### config.mk
export PLATFORM = sky130hd
export DESIGN_NAME = asd_cfg_regs
export DESIGN_NICKNAME = d
export VERILOG_FILES = /design/src/asd_pkg.sv /design/src/asd_reg_cell.sv /design/src/asd_cfg_regs.sv
export SDC_FILE = /design/constraint.sdc
export NUM_CORES = 1
export LEC_CHECK = 0
export ABC_CLOCK_PERIOD_IN_PS = 1100
export BUFFER_PORTS_ARGS = -buffer_cell sky130_fd_sc_hd__buf_2
export CORE_MARGIN = 2
export CORE_UTILIZATION = 50
export DETAILED_ROUTE_END_ITERATION = 8
export GPL_ROUTABILITY_DRIVEN = 0
export PLACE_DENSITY_LB_ADDON = 0.15
export SKIP_CTS_REPAIR_TIMING = 1
export SLEW_MARGIN = 20
export SYNTH_ARGS = -nofsm -noshare
export SYNTH_HDL_FRONTEND = slang
export SYNTH_SLANG_ARGS = --single-unit
### constraint.sdc
create_clock -name core_clk -period 1.1 [get_ports core_clk]
set_input_delay 0 -clock core_clk [delete_from_list [all_inputs] [get_ports core_clk]]
set_output_delay 0 -clock core_clk [all_outputs]
set_load 0.02 [all_outputs]
### src/asd_pkg.sv
package asd_pkg;

    // register port geometry
    localparam int unsigned ASD_ADDR_W = 8;
    localparam int unsigned ASD_DATA_W = 16;
    localparam int unsigned ASD_NREG   = 5;

    // register offsets
    localparam logic [7:0] ASD_OFS_WINDOW  = 8'h3f;
    localparam logic [7:0] ASD_OFS_PATH    = 8'h42;
    localparam logic [7:0] ASD_OFS_CHGAIN  = 8'h55;
    localparam logic [7:0] ASD_OFS_DI_EN   = 8'h58;
    localparam logic [7:0] ASD_OFS_DI_OPT  = 8'h5a;

    // register indices inside the bank
    localparam int unsigned ASD_IDX_WINDOW = 0;
    localparam int unsigned ASD_IDX_PATH   = 1;
    localparam int unsigned ASD_IDX_CHGAIN = 2;
    localparam int unsigned ASD_IDX_DI_EN  = 3;
    localparam int unsigned ASD_IDX_DI_OPT = 4;

    localparam logic [7:0] ASD_REG_OFS [ASD_NREG] = '{
        ASD_OFS_WINDOW, ASD_OFS_PATH, ASD_OFS_CHGAIN, ASD_OFS_DI_EN, ASD_OFS_DI_OPT};

    // values after reset
    localparam logic [15:0] ASD_RST_WINDOW = 16'h22fc;
    localparam logic [15:0] ASD_RST_PATH   = 16'h1c38;
    localparam logic [15:0] ASD_RST_CHGAIN = 16'h0000;
    localparam logic [15:0] ASD_RST_DI_EN  = 16'h0000;
    localparam logic [15:0] ASD_RST_DI_OPT = 16'h0000;

    localparam logic [15:0] ASD_REG_RST [ASD_NREG] = '{
        ASD_RST_WINDOW, ASD_RST_PATH, ASD_RST_CHGAIN, ASD_RST_DI_EN, ASD_RST_DI_OPT};

    // field positions: digital integration enable
    localparam int unsigned ASD_POS_B_DI_EN   = 13;
    localparam int unsigned ASD_POS_A_DI_EN   = 12;
    // field positions: digital integration options
    localparam int unsigned ASD_POS_GAP_EN    = 7;
    localparam int unsigned ASD_POS_B_SINGLE  = 6;
    localparam int unsigned ASD_POS_A_SINGLE  = 5;
    // field positions: slot a window
    localparam int unsigned ASD_POS_WIDTH_LO  = 11;
    localparam int unsigned ASD_POS_COARSE_LO = 5;
    localparam int unsigned ASD_POS_FINE_LO   = 0;
    // field positions: slot a path mode and gain
    localparam int unsigned ASD_POS_MODE_LO   = 8;
    localparam int unsigned ASD_POS_IND_EN    = 6;
    localparam int unsigned ASD_POS_GAIN_LO   = 0;
    // field positions: per channel gain and power
    localparam int unsigned ASD_POS_CH2_LO    = 0;
    localparam int unsigned ASD_POS_CH3_LO    = 2;
    localparam int unsigned ASD_POS_CH4_LO    = 4;
    localparam int unsigned ASD_POS_PWR_LO    = 13;

    // path mode codes
    localparam logic [7:0] ASD_MODE_NORMAL = 8'h1c;
    localparam logic [7:0] ASD_MODE_DIGINT = 8'h1d;

    // power field codes
    localparam logic [2:0] ASD_PWR_ALL_ON  = 3'h0;
    localparam logic [2:0] ASD_PWR_DOWN    = 3'h7;

    // transimpedance gain codes
    typedef enum logic [1:0] {
        ASD_GAIN_200K = 2'h0,
        ASD_GAIN_100K = 2'h1,
        ASD_GAIN_50K  = 2'h2,
        ASD_GAIN_25K  = 2'h3
    } asd_gain_t;

endpackage

### src/asd_reg_cell.sv
`timescale 1ns/10ps
module asd_reg_cell
    import asd_pkg::*;
#(
    parameter logic [15:0] RESET_VAL = 16'h0000
) (
    // clock and reset
    input  wire logic        core_clk,
    input  wire logic        reset_n,
    // write side
    input  wire logic        wr_en,
    input  wire logic [15:0] wr_data,
    // stored word
    output logic      [15:0] q
);

    logic [15:0] word_q;

    // one sixteen bit storage word
    always_ff @(posedge core_clk or negedge reset_n) begin
        if (!reset_n) begin
            word_q <= RESET_VAL;
        end else if (wr_en) begin
            word_q <= wr_data;
        end
    end

    assign q = word_q;

endmodule // asd_reg_cell

### src/asd_cfg_regs.sv
`timescale 1ns/10ps
// Notes on behaviour
// - bit 13 of the enable register puts slot b into digital integration
// - bit 12 of the enable register puts slot a into digital integration
// - gap mode off: negative and positive sample regions abut without gap
// - gap mode on: gap equals that slot's own fine offset in microseconds
// - options bit 6: slot b double pair when clear, single pair when set
// - options bit 5: slot a double pair when clear, single pair when set
// - window bits 15:11 give slot a width in microseconds, reset 4
// - window bits 10:5 give slot a coarse offset in microseconds, reset 0x17
// - window bits 4:0 give slot a fine offset in 31.25 ns, reset 0x1c
// - path mode 0x1c means full normal chain, 0x1d means digital integration
// - bit 6 enables per channel gain: channel 1 shared, 2 to 4 from 0x55
// - gain codes 0..3 are 200k,100k,50k,25k; shared unless individual gain on
// - digital integration: power field 7 powers down channels 2 to 4
module asd_cfg_regs
    import asd_pkg::*;
(
    // clock and reset
    input  wire logic        core_clk,
    input  wire logic        reset_n,
    // register port
    input  wire logic [7:0]  reg_addr,
    input  wire logic        reg_wr_en,
    input  wire logic [15:0] reg_wr_data,
    input  wire logic        reg_rd_en,
    output logic      [15:0] reg_rd_data_q,
    output logic             reg_rd_ack_q,
    // from slot b timing
    input  wire logic [4:0]  slot_b_window_fine_offset,
    // digital integration controls
    output logic             slot_a_digint_enable_q,
    output logic             slot_b_digint_enable_q,
    output logic             digint_gap_enable_q,
    output logic [4:0]       slot_a_gap_us_q,
    output logic [4:0]       slot_b_gap_us_q,
    output logic             slot_a_single_pair_select_q,
    output logic             slot_b_single_pair_select_q,
    // slot a window timing
    output logic [4:0]       slot_a_window_width_q,
    output logic [5:0]       slot_a_window_coarse_offset_q,
    output logic [4:0]       slot_a_window_fine_offset_q,
    // slot a path and gain
    output logic [7:0]       slot_a_path_mode_q,
    output logic             slot_a_path_normal_q,
    output logic             slot_a_path_digint_q,
    output logic [1:0]       slot_a_ch1_gain_q,
    output logic [1:0]       slot_a_ch2_gain_q,
    output logic [1:0]       slot_a_ch3_gain_q,
    output logic [1:0]       slot_a_ch4_gain_q,
    output logic             ch234_power_down_q
);

    ////////////////////////////////////////////////////////////////////////////
    // register bank

    logic [15:0] reg_q   [ASD_NREG];
    logic [ASD_NREG-1:0] hit;

    // decode and storage, one cell per register
    genvar gi;
    generate
        for (gi = 0; gi < ASD_NREG; gi++) begin : g_reg
            assign hit[gi] = (reg_addr == ASD_REG_OFS[gi]);
            asd_reg_cell #(
                .RESET_VAL (ASD_REG_RST[gi])
            ) u_cell (
                .core_clk (core_clk),
                .reset_n  (reset_n),
                .wr_en    (reg_wr_en && hit[gi]),
                .wr_data  (reg_wr_data),
                .q        (reg_q[gi])
            );
        end
    endgenerate

    ////////////////////////////////////////////////////////////////////////////
    // read path

    logic [15:0] rd_mux;
    wire         rd_hit = |hit;

    // or-mux of the selected word, unmapped reads give zero
    always_comb begin
        rd_mux = 16'h0000;
        for (int i = 0; i < ASD_NREG; i++) begin
            if (hit[i]) begin
                rd_mux = rd_mux | reg_q[i];
            end
        end
    end

    // read data registered one cycle after the strobe
    always_ff @(posedge core_clk or negedge reset_n) begin
        if (!reset_n) begin
            reg_rd_data_q <= 16'h0000;
            reg_rd_ack_q  <= 1'b0;
        end else begin
            reg_rd_ack_q <= reg_rd_en;
            if (reg_rd_en) begin
                reg_rd_data_q <= rd_hit ? rd_mux : 16'h0000;
            end
        end
    end

    ////////////////////////////////////////////////////////////////////////////
    // field extraction

    wire [15:0] win_w  = reg_q[ASD_IDX_WINDOW];
    wire [15:0] path_w = reg_q[ASD_IDX_PATH];
    wire [15:0] chg_w  = reg_q[ASD_IDX_CHGAIN];
    wire [15:0] den_w  = reg_q[ASD_IDX_DI_EN];
    wire [15:0] dop_w  = reg_q[ASD_IDX_DI_OPT];

    wire        a_en_d     = den_w[ASD_POS_A_DI_EN];
    wire        b_en_d     = den_w[ASD_POS_B_DI_EN];
    wire        gap_en_d   = dop_w[ASD_POS_GAP_EN];
    wire        a_single_d = dop_w[ASD_POS_A_SINGLE];
    wire        b_single_d = dop_w[ASD_POS_B_SINGLE];
    wire [4:0]  width_d    = win_w[ASD_POS_WIDTH_LO +: 5];
    wire [5:0]  coarse_d   = win_w[ASD_POS_COARSE_LO +: 6];
    wire [4:0]  fine_d     = win_w[ASD_POS_FINE_LO +: 5];
    wire [7:0]  mode_d     = path_w[ASD_POS_MODE_LO +: 8];
    wire        ind_en_d   = path_w[ASD_POS_IND_EN];
    wire [1:0]  shared_d   = path_w[ASD_POS_GAIN_LO +: 2];
    wire [2:0]  pwr_d      = chg_w[ASD_POS_PWR_LO +: 3];

    // gap: none when gap mode is off, else the slot's own fine offset
    wire [4:0]  a_gap_d = gap_en_d ? fine_d : 5'h00;
    wire [4:0]  b_gap_d = gap_en_d ? slot_b_window_fine_offset : 5'h00;

    // path mode decode
    wire        normal_d = (mode_d == ASD_MODE_NORMAL);
    wire        digint_d = (mode_d == ASD_MODE_DIGINT);

    // per channel gain select, channel 1 always shared
    wire [1:0]  ch2_d = ind_en_d ? chg_w[ASD_POS_CH2_LO +: 2] : shared_d;
    wire [1:0]  ch3_d = ind_en_d ? chg_w[ASD_POS_CH3_LO +: 2] : shared_d;
    wire [1:0]  ch4_d = ind_en_d ? chg_w[ASD_POS_CH4_LO +: 2] : shared_d;

    // channels 2 to 4 off only in digital integration with power code 7
    wire        pd_d = (a_en_d || b_en_d) && (pwr_d == ASD_PWR_DOWN);

    ////////////////////////////////////////////////////////////////////////////
    // output flops

    // digital integration controls
    always_ff @(posedge core_clk or negedge reset_n) begin
        if (!reset_n) begin
            slot_a_digint_enable_q      <= 1'b0;
            slot_b_digint_enable_q      <= 1'b0;
            digint_gap_enable_q         <= 1'b0;
            slot_a_gap_us_q             <= 5'h00;
            slot_b_gap_us_q             <= 5'h00;
            slot_a_single_pair_select_q <= 1'b0;
            slot_b_single_pair_select_q <= 1'b0;
            ch234_power_down_q          <= 1'b0;
        end else begin
            slot_a_digint_enable_q      <= a_en_d;
            slot_b_digint_enable_q      <= b_en_d;
            digint_gap_enable_q         <= gap_en_d;
            slot_a_gap_us_q             <= a_gap_d;
            slot_b_gap_us_q             <= b_gap_d;
            slot_a_single_pair_select_q <= a_single_d;
            slot_b_single_pair_select_q <= b_single_d;
            ch234_power_down_q          <= pd_d;
        end
    end

    // slot a window and path
    always_ff @(posedge core_clk or negedge reset_n) begin
        if (!reset_n) begin
            slot_a_window_width_q         <= ASD_RST_WINDOW[ASD_POS_WIDTH_LO +: 5];
            slot_a_window_coarse_offset_q <= ASD_RST_WINDOW[ASD_POS_COARSE_LO +: 6];
            slot_a_window_fine_offset_q   <= ASD_RST_WINDOW[ASD_POS_FINE_LO +: 5];
            slot_a_path_mode_q            <= ASD_RST_PATH[ASD_POS_MODE_LO +: 8];
            slot_a_path_normal_q          <= 1'b1;
            slot_a_path_digint_q          <= 1'b0;
        end else begin
            slot_a_window_width_q         <= width_d;
            slot_a_window_coarse_offset_q <= coarse_d;
            slot_a_window_fine_offset_q   <= fine_d;
            slot_a_path_mode_q            <= mode_d;
            slot_a_path_normal_q          <= normal_d;
            slot_a_path_digint_q          <= digint_d;
        end
    end

    // slot a channel gains
    always_ff @(posedge core_clk or negedge reset_n) begin
        if (!reset_n) begin
            slot_a_ch1_gain_q <= ASD_GAIN_200K;
            slot_a_ch2_gain_q <= ASD_GAIN_200K;
            slot_a_ch3_gain_q <= ASD_GAIN_200K;
            slot_a_ch4_gain_q <= ASD_GAIN_200K;
        end else begin
            slot_a_ch1_gain_q <= shared_d;
            slot_a_ch2_gain_q <= ch2_d;
            slot_a_ch3_gain_q <= ch3_d;
            slot_a_ch4_gain_q <= ch4_d;
        end
    end

    wire wr_den = reg_wr_en && (reg_addr == ASD_OFS_DI_EN);
    wire wr_dop = reg_wr_en && (reg_addr == ASD_OFS_DI_OPT);
    wire wr_win = reg_wr_en && (reg_addr == ASD_OFS_WINDOW);
    wire wr_pth = reg_wr_en && (reg_addr == ASD_OFS_PATH);
endmodule // asd_cfg_regs

==> impl_metrics.yaml, run 1 <==
detailed_routing:
  vias: 3858
  dr.pass1.iters: 4
  via_per_inst: 5.38
  first_iter_violations: 220
  routedWlPerCell_um: 19.0
  ant_nets: 0
  wirelength_um: 13600
  drc_errors: 0
outcome:
  status: "finished, violations left"
  violations: "setup timing"
worst_setup_path:
  path_max_fanout: 2
  path_buf_inv: 0
  reg2reg_depth: 3
  path_class: "register to register"
  cp_slowest_cell: "dfstp_2"
  worstPathRequired_ps: 1450
  cp.arrival_ps: 1510
  max_stage_delay_ps: 530
  worstSetupStartpointType: "register"
  reg2reg_from: "g_reg[1].u_cell.q[11]"
  end_kind: "register"
  worst_path_dominant_cell_family: "simple AND/OR/NAND/NOR gates"
  r2r_setup_slack_ps: -60
  r2r_end: "slot_a_path_digint_q"
  path_cells: "nand4_1 > or3_4 > nor2_1"
clocking:
  cts_tree: "done"
  clock_latency_ps: 410
  path_clk_slew_ps: 60
  cts_sinks: 147
  cts_buffers: 17
  clockBufferDepth: 2
  root_buffer: "clkbuf_16"
  cts_max_level: 4
synth:
  synth.ff_latch_count: 147
  syn_area_per_cell_um2: 14.7
  yosysTopAreaCell: "dfrtp_1"
  yosysTopAreaCellShare_pct: 52.5
  synth_area_leaders: "dfrtp_1 52%, mux2_2 14%, dfstp_2 12%, a221o_1 2.8%, mux2i_1 2.8%"
  synth.distinct_cells: 33
  synth.cell_area_mm2: 0.00577
  synthCells: 392
  yosysWarnings: 0
  synth_seq_area_share_pct: 64.3
  synth_nets: 425
power_and_ir_drop:
  power.total_uw: 12600
  vdd_ir_drop_max_v: 0.00117
  p_per_area_mw_per_mm2: 1580
  p_leak_uw: 0.00408
timing:
  fin_crit_sh_pct: 105
  drv_slew: 0
  hold_viol_final: 0
  fmax_mhz: 862
  period_needed_ps: 1160
  worst_slack_ps: -60.0
  tightest_slew_ps: 544
  setup_viol: 33
  skew_ps: 3.86
  rsz0062_at_grt: "yes"
  max_slew_margin_pct: 63.7
placed_design:
  placedCellCount: 659
  dp_hpwl_um: 8530
  port_buffers: 99
floorplan:
  die_w_um: 111
  core_mm2: 0.0113
  io_pins: 100
  rows: 39
  die_area_mm2: 0.0124
  start_util_pct: 51.0
  die_y_um: 111
grt:
  grt_overflow: 0
  grt_pass1_vias: 3982
  track_usage_pct: 22.7
  grt_pass1_wl_um: 21700
  antenna_found_initial: 0
  grt_max_degree: 102
finish:
  nets: 594
  syn_to_final_growth_pct: 37.8
  n_antenna_cell: 0
  drive_gt1_share_pct: 51.6
  fin_util_pct: 70.2
  finalNonFillerCells: 717
  fillers: 780
min_path:
  hold_class: "primary input to async pin"
job:
  maxCapViolCount: 0
[cells in the final DEF (no fill, tap or decap), types with 4 or more instances in the layout]
master         synthesis  layout
o21ai_0               16       9
mux2_2                70      23
o21ai_1                0       7
and2_1                10      10
dfrtp_1              121     121
dlygate4sd3_1          0      23
buf_2                  7      85
mux2_4                10      57
mux2i_1               16      16
buf_6                  1       7
clkbuf_1               9       4
buf_12                 0       7
buf_4                  1      47
clkbuf_16              0      18
nor2b_1               17      16
nand2_1               31      30
a22o_1                16      16
a221o_1               16      16
dfstp_2               26      26
[registers in the layout (all words and copies together) (netlist names)]
name / cells
slot_a_gap_us_q: 5
reg_rd_data_q: 16
slot_a_path_normal_q: 1
slot_b_digint_enable_q: 1
slot_a_window_coarse_offset_q: 6
slot_a_window_width_q: 5
slot_a_single_pair_select_q: 1
slot_a_ch2_gain_q: 2
reg_rd_ack_q: 1
slot_a_ch3_gain_q: 2
g.u_cell.q: 80
slot_a_digint_enable_q: 1
slot_b_gap_us_q: 5
slot_a_ch1_gain_q: 2
slot_a_path_mode_q: 8
slot_a_ch4_gain_q: 2
ch234_power_down_q: 1
slot_a_path_digint_q: 1
digint_gap_enable_q: 1
slot_a_window_fine_offset_q: 5
slot_b_single_pair_select_q: 1
[routing by layer]
| layer | global-route usage, % | vias to the layer above | share of wire (%) |
|---|---|---|---|
| li1 | - | 1748 | - |
| met1 | 30.8 | 2008 | 45 |
| met2 | 35.6 | 80 | 50 |
| met3 | 5.39 | 22 | 3.2 |
| met4 | 9.79 | 0 | 1.9 |
| met5 | 0 | - | 0 |
[cells in the mapped netlist]
| cell type | instances |
|---|---|
| buf_4 | 1 |
| inv_1 | 2 |
| clkbuf_1 | 9 |
| or4b_4 | 1 |
| dfstp_2 | 26 |
| and4bb_2 | 1 |
| and2_1 | 10 |
| or4_1 | 1 |
| buf_2 | 7 |
| nor3_2 | 1 |
| or3_1 | 1 |
| buf_1 | 2 |
| nor2_1 | 4 |
| o21ai_0 | 16 |
| nor4b_2 | 1 |
| o2111a_1 | 1 |
| nor2b_1 | 17 |
| mux2_2 | 70 |
| nand4b_1 | 1 |
| dfrtp_1 | 121 |
| and4b_1 | 1 |
| a221o_1 | 16 |
| nor3b_2 | 1 |
| nand4_1 | 1 |
| a22o_1 | 16 |
| nand2_1 | 31 |
| nor4_2 | 1 |
| nand2b_1 | 3 |
| mux2_4 | 10 |
| nor4_4 | 1 |
| nand2_4 | 1 |
| buf_6 | 1 |
| mux2i_1 | 16 |
[metrics by stage]
stage / setup WS [ps] / hold slack (ps) / instance area (um2) / setup TNS (ps)
final: -60.0 / 107 / 7950 / -756
after global routing: -107 / 134 / 7950 / -1620
after CTS: -115 / -463 / 7600 / -2070
after detailed placement: -535 / -15.8 / 6990 / -40010
after global placement: -496 / -23.0 / 6990 / -37500
after floorplan: -480 / -296 / 6030 / -26490
[final cells by class]
cell class | instances | area [um2] | share of cell area (%)
inverter | 2 | 7.51 | 0.0944
tap | 143 | 179 | 2.25
multi-input combinational | 223 | 2190 | 27.6
sequential | 147 | 3710 | 46.7
clock inverter | 8 | 125 | 1.57
clock buffer | 24 | 482 | 6.06
timing repair buffer | 170 | 1250 | 15.8
[how the worst max path moves through the flow]
| stage | to | slack, ps | cells past startpoint | startpoint |
|---|---|---|---|---|
| 5_1_grt | slot_a_path_normal_q | -110 | 3 | g_reg[1].u_cell.q[11] |
| 4_1_cts | slot_a_path_normal_q | -110 | 4 | g_reg[1].u_cell.q[15] |
| 3_3_place_gp | g_reg[1].u_cell.q[8] | -500 | 5 | reg_addr[3] |
| 3_5_place_dp | g_reg[1].u_cell.q[6] | -540 | 5 | reg_addr[3] |
| 6_report | slot_a_path_digint_q | -60 | 3 | g_reg[1].u_cell.q[11] |
| 2_1_floorplan | g_reg[1].u_cell.q[13] | -480 | 5 | reg_addr[3] |
[kinds of logic (layout without fill, tap and decap cells)]
family | count (synthesis) | in the layout | synth area share (%)
muxes | 96 | 96 | 19.0
AOI/OAI and AO/OA | 49 | 49 | 6.79
buffers and inverters | 22 | 204 | 1.78
DFF | 147 | 147 | 64.3
and+or+nand+nor | 78 | 78 | 8.09
[power by group]
part           switching, uW  internal (uW)  total (uW)  leakage (uW)
clock network           2120           3750        5870      0.000294
registers                115           5660        5770       0.00194
logic                    493            460         953       0.00185
[worst reg2reg max path, cell delays in order (launching register included)]
cell	delay (ps)
dfstp_2	530
nand4_1	110
or3_4	360
nor2_1	90
Power figures use the tool's default switching activity.
==> inputs of run 2 (changes only) <==
--- a/config.mk
+++ b/config.mk
@@ -5,10 +5,10 @@
 export SDC_FILE = /design/constraint.sdc
 export NUM_CORES = 1
 export LEC_CHECK = 0
-export ABC_CLOCK_PERIOD_IN_PS = 1100
+export ABC_CLOCK_PERIOD_IN_PS = 1200
 export BUFFER_PORTS_ARGS = -buffer_cell sky130_fd_sc_hd__buf_2
 export CORE_MARGIN = 2
-export CORE_UTILIZATION = 50
+export CORE_UTILIZATION = 55
 export DETAILED_ROUTE_END_ITERATION = 8
 export GPL_ROUTABILITY_DRIVEN = 0
 export PLACE_DENSITY_LB_ADDON = 0.15
==> constraint.sdc (replaced) <==
create_clock -name core_clk -period 1.2 [get_ports core_clk]
set_input_delay 0 -clock core_clk [delete_from_list [all_inputs] [get_ports core_clk]]
set_output_delay 0 -clock core_clk [all_outputs]
set_load 0.02 [all_outputs]
==> impl_metrics.yaml, run 2 (synthesis results as in run 1) <==
worst_setup_path:
  reg2reg_from: "g_reg[1].u_cell.q[15]"
  path_max_fanout: 1
  cp.arrival_ps: 1190
  worstPathRequired_ps: 1200
  max_stage_delay_ps: 520
  cp_slowest_cell: "dfstp_2"
  worst_path_dominant_cell_family: "flip-flops"
  worstSetupStartpointType: "register"
  r2r_setup_slack_ps: 30
  crit_start: "slot_a_path_mode_q[2]"
  path_class: "register to primary output"
  path_cells: "buf_4"
  path_buf_inv: 1
  end_kind: "primary output"
power_and_ir_drop:
  p_per_area_mw_per_mm2: 1450
  power.total_uw: 11300
  p_leak_uw: 0.00405
  vdd_ir_drop_max_v: 0.00105
timing:
  tightest_slew_ps: 619
  max_slew_margin_pct: 58.6
  drv_slew: 0
  fmax_mhz: 841
  rsz0062_at_grt: "yes"
  hold_viol_final: 0
  fin_crit_sh_pct: 99.1
  period_needed_ps: 1190
  setup_viol: 0
  skew_ps: 7.28
finish:
  fillers: 660
  nets: 595
  syn_to_final_growth_pct: 35.7
  largest_reg_flops: 80
  regArea_mm2: 0.00371
  layout_common_cells: "121 x dfrtp_1, 86 x buf_2, 47 x buf_4"
  multi_input_area_mm2: 0.00212
  n_antenna_cell: 0
  fin_util_pct: 76.2
  drive_gt1_share_pct: 51.5
  layout_commonest_cell: "dfrtp_1"
grt:
  grt_max_degree: 38
  grt_pass1_vias: 3798
  grt_overflow: 0
  track_usage_pct: 24.7
  antenna_found_initial: 0
  grt_pass1_wl_um: 20700
detailed_routing:
  via_per_inst: 5.44
  first_iter_violations: 216
  drc_errors: 0
  routedWlPerCell_um: 18.5
  dr.pass1.iters: 5
  ant_nets: 0
  vias: 3866
  wirelength_um: 13200
floorplan:
  core_mm2: 0.0103
  die_w_um: 106
  io_pins: 100
  die_area_mm2: 0.0113
  rows: 37
  die_y_um: 106
  start_util_pct: 56.1
min_path:
  hold_class: "primary input to register"
  min-delay-start: "reg_wr_en"
clocking:
  cts_tree: "done"
  root_buffer: "clkbuf_8"
  cts_sinks: 147
  clock_latency_ps: 540
  cts_buffers: 17
  path_clk_slew_ps: 60
  clockBufferDepth: 2
  cts_max_level: 4
job:
  maxCapViolCount: 0
placed_design:
  dp_hpwl_um: 8500
  port_buffers: 99
outcome:
  status: "finished, final reports clean"
-- run 2: final timing paths --
| kind | endpoint | depth (start not counted) |
|---|---|---|
| setup / recovery | slot_a_path_mode_q[2] | 1 |
| hold / removal | g_reg[3].u_cell.q[11] | 5 |
| setup reg to reg | reg_rd_data_q[15] | 3 |
| hold reg to reg | slot_a_window_coarse_offset_q[2] | 0 |
| max in group asynchronous | g_reg[0].u_cell.q[4] | 4 |
| min in group asynchronous | g_reg[1].u_cell.q[8] | 3 |
-- run 2: power by group --
group / leakage, uW / internal, uW / switching [uW]
Clock: 0.000288 / 3260 / 1920
Sequential: 0.00194 / 5190 / 111
Combinational: 0.00182 / 417 / 440
-- run 2: through the flow --
stage / worst slack (ps) / area [um2] / hold WS [ps] / TNS, ps / instances
finish: 10.6 / 7830 / 123 / 0 / 711
global route: -13.4 / 7830 / 120 / -41.7 / 711
CTS: -55.3 / 7500 / -633 / -539 / 684
detailed placement: -585 / 6920 / -74.3 / -34930 / 652
global placement: -518 / 6920 / -76.8 / -32240 / 652
floorplan: -380 / 5960 / -296 / -13580 / 392
-- run 2: final cells by class --
| cell class | count | area share [%] |
|---|---|---|
| clock buffer | 22 | 5.78 |
| clock inverter | 10 | 1.68 |
| inverter | 2 | 0.0959 |
| multi-input combinational | 223 | 27.1 |
| sequential | 147 | 47.4 |
| tap | 136 | 2.17 |
| timing repair buffer | 171 | 15.8 |
-- run 2: metal layers --
| metal | track usage [%] | routed length [um] | part of all wire, % |
|---|---|---|---|
| met1 | 34.7 | 5830 | 44 |
| met2 | 36.4 | 6470 | 49 |
| met3 | 6.13 | 652 | 4.9 |
| met4 | 11.4 | 231 | 1.8 |
| met5 | 0 | 0 | 0 |
